$ cat config.mk
export PLATFORM = sky130hd
export DESIGN_NAME = bffs_stacker
export DESIGN_NICKNAME = d
export VERILOG_FILES = /design/src/verilog/bffs_pkg.sv /design/src/verilog/bffs_opdec.sv /design/src/verilog/bffs_stacker.sv
export SDC_FILE = /design/constraint.sdc
export NUM_CORES = 1
export LEC_CHECK = 0
export BUFFER_PORTS_ARGS = -buffer_cell sky130_fd_sc_hd__buf_2
export CAP_MARGIN = 20
export CORE_AREA = 10 10 188 190
export DETAILED_ROUTE_END_ITERATION = 10
export DIE_AREA = 0 0 198 200
export GPL_TIMING_DRIVEN = 0
export PLACE_DENSITY = 0.79
export REMOVE_ABC_BUFFERS = 1
export SYNTH_ARGS = -nofsm -noshare
export SYNTH_HDL_FRONTEND = slang
export SYNTH_HIERARCHICAL = 1
export SYNTH_SLANG_ARGS = --single-unit
$ cat constraint.sdc
create_clock -name SYS_CLK -period 4.3 [get_ports SYS_CLK]
set_clock_uncertainty 0.2 [all_clocks]
set_input_delay 0.86 -clock SYS_CLK [delete_from_list [all_inputs] [get_ports SYS_CLK]]
set_output_delay 0.86 -clock SYS_CLK [all_outputs]
set_load 0.02 [all_outputs]
$ cat src/verilog/bffs_pkg.sv
// shared constants and types for the bus fault frame stacker
package bffs_pkg;
	typedef logic [4:0] bffs_off_t;

	typedef enum logic [1:0] {
		KIND_NORMAL,
		KIND_MULTI,
		KIND_EXC
	} bffs_kind_t;

	// captured fault context, one frame worth
	typedef struct packed {
		bffs_kind_t  kind;
		logic        six;
		logic        dyn;
		logic [15:0] sr;
		logic [31:0] ret_pc;
		logic [11:0] vec_off;
		logic [31:0] cyc_addr;
		logic [31:0] err_addr;
		logic [31:0] fault_data_buffer;
		logic [31:0] cur_pc;
		logic [15:0] pre_sr;
		logic [15:0] flt_fv;
		logic [7:0]  xfer_cnt;
		logic [13:0] ssw_lo;
	} bffs_fault_t;

	typedef struct packed {
		logic illegal;
		logic bkpt;
		logic aline;
		logic fline;
	} bffs_opcls_t;

	// byte offsets above the final stack pointer
	localparam bffs_off_t OFF_SR      = 5'h00;
	localparam bffs_off_t OFF_RPC_HI  = 5'h02;
	localparam bffs_off_t OFF_RPC_LO  = 5'h04;
	localparam bffs_off_t OFF_FMTVEC  = 5'h06;
	localparam bffs_off_t OFF_FA_HI   = 5'h08;
	localparam bffs_off_t OFF_FA_LO   = 5'h0A;
	localparam bffs_off_t OFF_FAULT_DATA_BUFFER_HI = 5'h0C;
	localparam bffs_off_t OFF_FAULT_DATA_BUFFER_LO = 5'h0E;
	localparam bffs_off_t OFF_CPC_HI  = 5'h10;
	localparam bffs_off_t OFF_CPC_LO  = 5'h12;
	localparam bffs_off_t OFF_COUNT   = 5'h14;
	localparam bffs_off_t OFF_SSW     = 5'h16;
	localparam bffs_off_t WORD_BYTES  = 5'h02;

	localparam logic [3:0]  FMT_BUS_FAULT = 4'hC;
	localparam logic [1:0]  TPMV_NORMAL   = 2'h0;
	localparam logic [1:0]  TPMV_MULTI    = 2'h1;
	localparam logic [1:0]  TPMV_EXC      = 2'h2;
	localparam logic [7:0]  MCODE_REV     = 8'h01;
	localparam logic [7:0]  CNT_NONE      = 8'h00;

	// opcode classes
	localparam logic [15:0] OP_BKPT_LO = 16'h4848;
	localparam logic [15:0] OP_BKPT_HI = 16'h484F;
	localparam logic [3:0]  LINE_A     = 4'hA;
	localparam logic [3:0]  LINE_F     = 4'hF;

	// trace mode select
	localparam logic [1:0] TRC_FLOW = 2'h1;
	localparam logic [1:0] TRC_ALL  = 2'h2;

	// exception vector numbers, plain defaults
	localparam logic [7:0] VEC_ILLEGAL = 8'h04;
	localparam logic [7:0] VEC_TRACE   = 8'h09;
	localparam logic [7:0] VEC_ALINE   = 8'h0A;
	localparam logic [7:0] VEC_FLINE   = 8'h0B;
endpackage : bffs_pkg

$ cat src/verilog/bffs_opdec.sv
// opcode classifier for illegal, breakpoint and line-A/F exceptions
`timescale 1ns/1ns
module bffs_opdec (
	// opcode in
	input  wire logic [15:0]         opcode,
	input  wire logic                undef,
	// class out
	output bffs_pkg::bffs_opcls_t    cls
);
	import bffs_pkg::*;

	always_comb begin
		cls.aline = (opcode[15:12] == LINE_A);
		cls.fline = (opcode[15:12] == LINE_F);
		cls.bkpt  = (opcode >= OP_BKPT_LO) && (opcode <= OP_BKPT_HI);
		// breakpoints are illegal opcodes handled by the illegal vector
		cls.illegal = undef | cls.bkpt;
	end
endmodule : bffs_opdec

$ cat src/verilog/bffs_stacker.sv
// bus fault frame stacker with trace and illegal-opcode exception requests
`timescale 1ns/1ns
// Functional notes
// - normal faults stack twelve-word frame in order
// - normal fault status word top bits 00
// - multi-move fault status word top bits 01
// - exception-time fault frame, status top bits 10
// - transfer count register at offset 14h, 10h in short exception-time frames
// - format code 1100 over vector offset
// - trace every completed instruction when enabled
// - optional trace only on flow changes
// - opcodes 4848h-484Fh are breakpoint illegals
// - illegal opcode takes illegal instruction exception
// - line A and F take own vectors
// - count word holds revision and move count
// - dynamic cycle faults record upper byte address
module bffs_stacker (
	// clock and reset
	input  wire logic                SYS_CLK,
	input  wire logic                RESETN,
	// fault request
	input  wire logic                FAULT_VALID,
	input  bffs_pkg::bffs_fault_t    FAULT_INFO,
	input  wire logic [31:0]         SP_IN,
	output logic                     BUSY,
	// stack write bus
	output logic                     WR_REQ,
	output logic [31:0]              WR_ADDR,
	output logic [15:0]              WR_DATA,
	input  wire logic                WR_ACK,
	// frame result
	output logic                     FRAME_DONE,
	output logic [31:0]              SP_OUT,
	// instruction stream
	input  wire logic                DEC_VALID,
	input  wire logic [15:0]         DEC_OPCODE,
	input  wire logic                DEC_UNDEF,
	input  wire logic                RETIRE,
	input  wire logic                FLOW_CHG,
	input  wire logic [1:0]          TRACE_MODE,
	// exception request
	output logic                     EXC_REQ,
	output logic [7:0]               EXC_VECTOR,
	output logic                     BKPT_HIT
);
	import bffs_pkg::*;

	typedef enum logic [1:0] {ST_IDLE, ST_WRITE, ST_DONE} bffs_state_t;

	bffs_state_t  state_ff;
	bffs_fault_t  info_ff;
	bffs_off_t    off_ff;
	bffs_off_t    last_ff;
	logic [31:0]  sp_ff;
	logic [31:0]  start_sp_ff;
	logic [31:0]  addr_ff;
	logic [15:0]  data_ff;
	bffs_opcls_t  cls;
	logic         dec_exc;
	logic         trace_hit;
	logic         trace_pend_ff;
	logic         exc_req_ff;
	logic [7:0]   exc_vec_ff;
	logic         bkpt_ff;

	// top written offset; a ten-word faulted frame has no instruction pc
	function automatic bffs_off_t top_off(input bffs_fault_t f);
		top_off = (f.kind == KIND_EXC && !f.six) ? OFF_CPC_LO : OFF_SSW;
	endfunction : top_off

	function automatic logic [15:0] frame_word(input bffs_off_t off, input bffs_fault_t f);
		logic [31:0] fa;
		logic [1:0]  tpmv;
		logic [15:0] cnt;
		logic        exc;
		bffs_off_t   o;
		exc = (f.kind == KIND_EXC);
		fa = f.dyn ? f.cyc_addr : f.err_addr;
		case (f.kind)
			KIND_MULTI: tpmv = TPMV_MULTI;
			KIND_EXC:   tpmv = TPMV_EXC;
			default:    tpmv = TPMV_NORMAL;
		endcase
		// move count is only meaningful for multi-move faults
		cnt = {MCODE_REV, (f.kind == KIND_MULTI) ? f.xfer_cnt : CNT_NONE};
		o = off;
		if (exc && !f.six) begin
			// short frame slides count and status word down one long word
			if (off == OFF_CPC_HI) begin
				o = OFF_COUNT;
			end else if (off == OFF_CPC_LO) begin
				o = OFF_SSW;
			end
		end
		case (o)
			OFF_SR:      frame_word = f.sr;
			OFF_RPC_HI:  frame_word = f.ret_pc[31:16];
			OFF_RPC_LO:  frame_word = f.ret_pc[15:0];
			OFF_FMTVEC:  frame_word = {FMT_BUS_FAULT, f.vec_off};
			OFF_FA_HI:   frame_word = fa[31:16];
			OFF_FA_LO:   frame_word = fa[15:0];
			OFF_FAULT_DATA_BUFFER_HI: frame_word = exc ? f.pre_sr : f.fault_data_buffer[31:16];
			OFF_FAULT_DATA_BUFFER_LO: frame_word = exc ? f.flt_fv : f.fault_data_buffer[15:0];
			OFF_CPC_HI:  frame_word = f.cur_pc[31:16];
			OFF_CPC_LO:  frame_word = f.cur_pc[15:0];
			OFF_COUNT:   frame_word = cnt;
			OFF_SSW:     frame_word = {tpmv, f.ssw_lo};
			default:     frame_word = 16'h0000;
		endcase
	endfunction : frame_word

	// stacking sequencer: highest offset first, so the status register lands lowest
	always_ff @(posedge SYS_CLK or negedge RESETN) begin
		if (!RESETN) begin
			state_ff <= ST_IDLE;
		end else begin
			case (state_ff)
				ST_IDLE:  if (FAULT_VALID) state_ff <= ST_WRITE;
				ST_WRITE: if (WR_ACK && off_ff == OFF_SR) state_ff <= ST_DONE;
				ST_DONE:  state_ff <= ST_IDLE;
				default:  state_ff <= ST_IDLE;
			endcase
		end
	end

	always_ff @(posedge SYS_CLK or negedge RESETN) begin
		if (!RESETN) begin
			info_ff     <= '0;
			last_ff     <= OFF_SR;
			start_sp_ff <= 32'h0000_0000;
		end else if (state_ff == ST_IDLE && FAULT_VALID) begin
			info_ff     <= FAULT_INFO;
			last_ff     <= top_off(FAULT_INFO);
			start_sp_ff <= SP_IN;
		end
	end

	always_ff @(posedge SYS_CLK or negedge RESETN) begin
		if (!RESETN) begin
			off_ff  <= OFF_SR;
			addr_ff <= 32'h0000_0000;
			data_ff <= 16'h0000;
			sp_ff   <= 32'h0000_0000;
		end else if (state_ff == ST_IDLE && FAULT_VALID) begin
			off_ff  <= top_off(FAULT_INFO);
			addr_ff <= SP_IN - 32'(WORD_BYTES);
			data_ff <= frame_word(top_off(FAULT_INFO), FAULT_INFO);
			sp_ff   <= SP_IN;
		end else if (state_ff == ST_WRITE && WR_ACK) begin
			sp_ff <= addr_ff;
			if (off_ff != OFF_SR) begin
				off_ff  <= off_ff - WORD_BYTES;
				addr_ff <= addr_ff - 32'(WORD_BYTES);
				data_ff <= frame_word(off_ff - WORD_BYTES, info_ff);
			end
		end
	end

	assign BUSY       = (state_ff != ST_IDLE);
	assign WR_REQ     = (state_ff == ST_WRITE);
	assign WR_ADDR    = addr_ff;
	assign WR_DATA    = data_ff;
	assign FRAME_DONE = (state_ff == ST_DONE);
	assign SP_OUT     = sp_ff;

	bffs_opdec u_opdec (
		.opcode (DEC_OPCODE),
		.undef  (DEC_UNDEF),
		.cls    (cls)
	);

	assign dec_exc = DEC_VALID && (cls.illegal || cls.aline || cls.fline);
	assign trace_hit = RETIRE && ((TRACE_MODE == TRC_ALL) || (TRACE_MODE == TRC_FLOW && FLOW_CHG));

	// a trace that collides with a decode exception is held until dec_exc drops, not lost
	always_ff @(posedge SYS_CLK or negedge RESETN) begin
		if (!RESETN) begin
			trace_pend_ff <= 1'b0;
		end else if (dec_exc && trace_hit) begin
			trace_pend_ff <= 1'b1;
		end else if (!dec_exc) begin
			trace_pend_ff <= 1'b0;
		end
	end

	always_ff @(posedge SYS_CLK or negedge RESETN) begin
		if (!RESETN) begin
			exc_req_ff <= 1'b0;
			exc_vec_ff <= 8'h00;
			bkpt_ff    <= 1'b0;
		end else begin
			exc_req_ff <= dec_exc || trace_hit || trace_pend_ff;
			bkpt_ff    <= DEC_VALID && cls.bkpt;
			if (dec_exc) begin
				if (cls.aline) begin
					exc_vec_ff <= VEC_ALINE;
				end else if (cls.fline) begin
					exc_vec_ff <= VEC_FLINE;
				end else begin
					exc_vec_ff <= VEC_ILLEGAL;
				end
			end else if (trace_hit || trace_pend_ff) begin
				exc_vec_ff <= VEC_TRACE;
			end
		end
	end

	assign EXC_REQ    = exc_req_ff;
	assign EXC_VECTOR = exc_vec_ff;
	assign BKPT_HIT   = bkpt_ff;

	chk_ssw_normal: assert property (@(posedge SYS_CLK) disable iff (!RESETN)
		WR_REQ && off_ff == last_ff && info_ff.kind == KIND_NORMAL |-> WR_DATA[15:14] == TPMV_NORMAL)
		else $error("normal frame status word top bits wrong");
	chk_ssw_multi: assert property (@(posedge SYS_CLK) disable iff (!RESETN)
		WR_REQ && off_ff == last_ff && info_ff.kind == KIND_MULTI |-> WR_DATA[15:14] == TPMV_MULTI)
		else $error("multi-move status word top bits wrong");
	chk_ssw_exc: assert property (@(posedge SYS_CLK) disable iff (!RESETN)
		WR_REQ && off_ff == last_ff && info_ff.kind == KIND_EXC |-> WR_DATA[15:14] == TPMV_EXC)
		else $error("exception-time status word top bits wrong");
	chk_format_code: assert property (@(posedge SYS_CLK) disable iff (!RESETN)
		WR_REQ && off_ff == OFF_FMTVEC |-> WR_DATA == {FMT_BUS_FAULT, info_ff.vec_off})
		else $error("format/vector word wrong");
	chk_count_word: assert property (@(posedge SYS_CLK) disable iff (!RESETN)
		WR_REQ && WR_ADDR == start_sp_ff - 32'(last_ff) + 32'(OFF_COUNT) - 32'(WORD_BYTES)
		|-> WR_DATA[15:8] == MCODE_REV)
		else $error("transfer count register misplaced");
	chk_upper_byte: assert property (@(posedge SYS_CLK) disable iff (!RESETN)
		WR_REQ && off_ff == OFF_FA_LO && info_ff.dyn |-> WR_DATA == info_ff.cyc_addr[15:0])
		else $error("dynamic cycle fault address not upper byte");
	chk_sp_step: assert property (@(posedge SYS_CLK) disable iff (!RESETN)
		WR_REQ && WR_ACK && off_ff != OFF_SR |=> WR_REQ && WR_ADDR == $past(WR_ADDR) - 32'(WORD_BYTES))
		else $error("stack pointer not decremented by one word");
	chk_frame_end: assert property (@(posedge SYS_CLK) disable iff (!RESETN)
		FRAME_DONE |-> SP_OUT + 32'(last_ff) + 32'(WORD_BYTES) == start_sp_ff && !WR_REQ)
		else $error("final stack pointer wrong");
	chk_illegal_vec: assert property (@(posedge SYS_CLK) disable iff (!RESETN)
		DEC_VALID && cls.illegal && !cls.aline && !cls.fline |=> EXC_REQ && EXC_VECTOR == VEC_ILLEGAL)
		else $error("illegal opcode did not raise illegal vector");
	chk_bkpt_range: assert property (@(posedge SYS_CLK) disable iff (!RESETN)
		DEC_VALID && DEC_OPCODE >= OP_BKPT_LO && DEC_OPCODE <= OP_BKPT_HI |=> BKPT_HIT && EXC_REQ)
		else $error("breakpoint opcode not trapped");
	chk_line_vec: assert property (@(posedge SYS_CLK) disable iff (!RESETN)
		DEC_VALID && DEC_OPCODE[15:12] == LINE_F |=> EXC_VECTOR == VEC_FLINE)
		else $error("line F vector wrong");
	chk_trace_all: assert property (@(posedge SYS_CLK) disable iff (!RESETN)
		RETIRE && TRACE_MODE == TRC_ALL && !dec_exc |=> EXC_REQ && EXC_VECTOR == VEC_TRACE)
		else $error("trace exception missing");
	chk_trace_flow: assert property (@(posedge SYS_CLK) disable iff (!RESETN)
		RETIRE && TRACE_MODE == TRC_FLOW && !FLOW_CHG && !dec_exc && !trace_pend_ff |=> !EXC_REQ)
		else $error("flow trace fired without flow change");

	cov_normal: cover property (@(posedge SYS_CLK) disable iff (!RESETN)
		FRAME_DONE && info_ff.kind == KIND_NORMAL);
	cov_multi: cover property (@(posedge SYS_CLK) disable iff (!RESETN)
		FRAME_DONE && info_ff.kind == KIND_MULTI);
	cov_exc_short: cover property (@(posedge SYS_CLK) disable iff (!RESETN)
		FRAME_DONE && info_ff.kind == KIND_EXC && !info_ff.six);
	cov_trace_pend: cover property (@(posedge SYS_CLK) disable iff (!RESETN)
		dec_exc && trace_hit ##1 trace_pend_ff);
endmodule : bffs_stacker

==> flow_metrics.py <==
metrics = {
    "status": {
        "status": "complete, no violations",
    },
    "cells_and_area": {
        "fin_cells": 2766,
        "final_cell_mix": "nand2_1 (924), buf_2 (389), dfrtp_1 (338)",
        "n_fill_cell": 2559,
        "final_common_cell": "nand2_1",
        "nets": 2636,
        "area_delta_synth_final_pct": 23.73,
        "drive_gt1_frac": 0.2273,
        "design_area_um2": 20720,
        "post-route-util": 0.6602,
    },
    "detailed_routing": {
        "drt_pass1_iterations": 5,
        "wl_per_cell_um": 19.86,
        "post-route-drc-count": 0,
        "drt_iter0_markers": 1431,
        "vias": 15570,
        "ant_nets": 0,
        "wl_mm": 54.93,
        "vias_per_cell": 5.631,
    },
    "timing": {
        "worstMarginPinSlew_ps": 1087,
        "timing.hold.ws_ps": 154.6,
        "setup_tns_ps": 0,
        "relSlewSlack": 0.2698,
        "maxSlewViolCount": 0,
        "rsz0062_at_grt": "false",
        "fin_crit_ps": 4130,
        "period_share": 0.9604,
        "hold_violations": 0,
        "setup_violations": 0,
        "max_freq_mhz": 242.1,
    },
    "place": {
        "placed_cells": 2686,
        "placed_cell_area_um2": 19360,
        "gp_congestion": 0.8521,
        "port_buffers": 389,
        "dpl.hpwl_mm": 39.38,
    },
    "die": {
        "dieArea_um2": 39600,
        "io-pin-count": 397,
        "core_area_um2": 31390,
        "die_w_um": 198,
        "rows": 65,
        "die_h_um": 200,
        "start_util": 0.5336,
    },
    "clock_network": {
        "cts_tree": "done",
        "cts_buffers": 37,
        "htreeDepth": 2,
        "cts_buffer_depth": 3,
        "cts_sinks": 339,
        "root_buffer": "clkbuf_16",
        "clk_pin_slew_worst_paths_ps": 60,
        "cts_hold_buf": 0,
        "clock_latency_ps": 540,
    },
    "logic_synthesis": {
        "synth_edf_count": 0,
        "async_flop_share": 1.000,
        "ys.flop_type": "dfrtp_1",
        "avgSynthCellArea_um2": 8.430,
        "ys.warnings.count": 6,
        "synth_top_area_frac": 0.5065,
        "synthDistinctLibCells": 85,
        "yosys.area.top_type": "dfrtp_1",
        "seq_area_frac_synth": 0.5065,
        "synth_seq_cells": 339,
        "synthesis.instances": 1987,
        "syn_area_um2": 16750,
        "synth_area_leaders": "dfrtp_1 (51%), nand2_1 (21%), mux2i_1 (3.2%)",
    },
    "run": {
        "drv_cap": 0,
    },
    "setup_path": {
        "cp.arrival_ps": 4340,
        "reg2reg_from": "off_ff[1]",
        "start_kind": "flop",
        "required_ps": 4510,
        "cp_max_fo": 17,
        "reg2reg_to": "WR_DATA[8]",
        "cp-end-kind": "flop",
        "r2r_slack_ps": 170,
        "ff2ff_path_depth": 8,
        "criticalPathCategory": "flop to flop",
    },
    "grt": {
        "grt_pass1_wl_mm": 85.48,
        "antenna_found_initial": 6,
        "track_usage": 0.2717,
        "grt_max_degree": 124,
        "grt_pass1_vias": 15730,
        "overflow": 0,
    },
    "power_and_ir_drop": {
        "powerDensity_nw_per_um2": 768.2,
        "p_leak_uw": 0.01045,
        "vdd_drop_max_uv": 408.6,
    },
    "worst_hold_path": {
        "hold_class": "input port to async pin",
    },
}
## critical path, stage by stage, from the launching register on
cell and delay [ps]:
dfrtp_1 740, inv_1 280, ha_2 530, inv_1 470, or3_2 550, a211oi_1 90
a2111oi_0 710, o2111ai_1 220, a21o_1 220
## report_power, final
group	switching (uW)	internal, uW
clock network	1330	1960
logic	4280	2580
registers	1080	4680
total	6700	9220
## sequential cells by signal, summed over array words and instances (netlist names)
register       flops
off_ff             4
EXC_REQ            1
WR_DATA           16
EXC_VECTOR         4
state_ff           2
WR_ADDR           32
BKPT_HIT           1
SP_OUT            32
trace_pend_ff      1
info_ff          246
## kinds of logic after synthesis
kind of cell	share of synthesized area
and+or+nand+nor	0.2809
DFF	0.5065
AOI/OAI and AO/OA	0.1044
buffers and inverters	0.03503
muxes	0.04639
xor gates and xnor gates	0.02510
adders and majority gates	0.001494
other	0.0002239
## worst max path at each step
stage / startpoint / to / slack [ps] / depth (start not counted)
after CTS: off_ff[1] / WR_DATA[8] / 70 / 8
after global routing: off_ff[1] / WR_DATA[8] / 70 / 8
after detailed placement: FAULT_VALID / WR_ADDR[31] / -850 / 11
final: off_ff[1] / WR_DATA[8] / 170 / 8
after global placement: FAULT_VALID / WR_DATA[15] / -11600 / 6
after floorplan: FAULT_VALID / WR_ADDR[29] / -5680 / 9
## routing by layer
metal / up-vias / wire, um / share of wire / GRT usage
met3: 109 / 5386 / 0.098 / 0.06949
met1: 7438 / 21290 / 0.39 / 0.3335
li1: 7285 / - / - / -
met4: 4 / 1722 / 0.031 / 0.09425
met2: 738 / 26510 / 0.48 / 0.4576
met5: - / 22 / 0.00040 / 0
## through the flow
step           power [uW]  setup WS [ps]
6_report            15920          170.2
5_1_grt             16960          71.10
4_1_cts             15900          73.00
3_5_place_dp        12490         -849.1
3_3_place_gp        12300         -11600
2_1_floorplan       10040          -5683
## cell type report
type | count | area (um2) | share of cell area
tap | 402 | 503.0 | 0.02427
inverter | 11 | 41.29 | 0.001992
clock buffer | 57 | 1142 | 0.05512
sequential | 339 | 8484 | 0.4094
clock inverter | 10 | 126.4 | 0.006098
timing repair buffer | 425 | 2660 | 0.1284
antenna | 6 | 15.01 | 0.0007245
multi-input combinational | 1516 | 7752 | 0.3741
## what timing repair did
action,in CTS,in global routing
endpoints found under the setup margin,12,2
pin swaps,2,1
setup buffers,1,5
gates resized for setup,3,0
gates cloned,1,0
## synthesized netlist by cell type, types with 5 or more instances
library cell  count
inv_1            11
mux2i_1          54
nor4_1            6
mux2_2           16
a22oi_1          21
or4_1             5
nand2b_1          5
buf_4             6
nor2b_1           6
xor2_1           26
nand4_1          15
a32oi_1           7
o21ai_0          30
clkbuf_1         73
nand2_1         924
a211oi_1         30
buf_2            31
nand3b_1          8
nor3_1           24
buf_1            13
nor2_1          101
a21o_1            7
xnor2_1          17
a21oi_1          24
dfrtp_1         339
a221o_1           6
or3_1             7
a311oi_1         14
a31oi_1          35
o31a_1            5
nand3_1          26
o211ai_1          6
(Power assumes the default switching activity.)
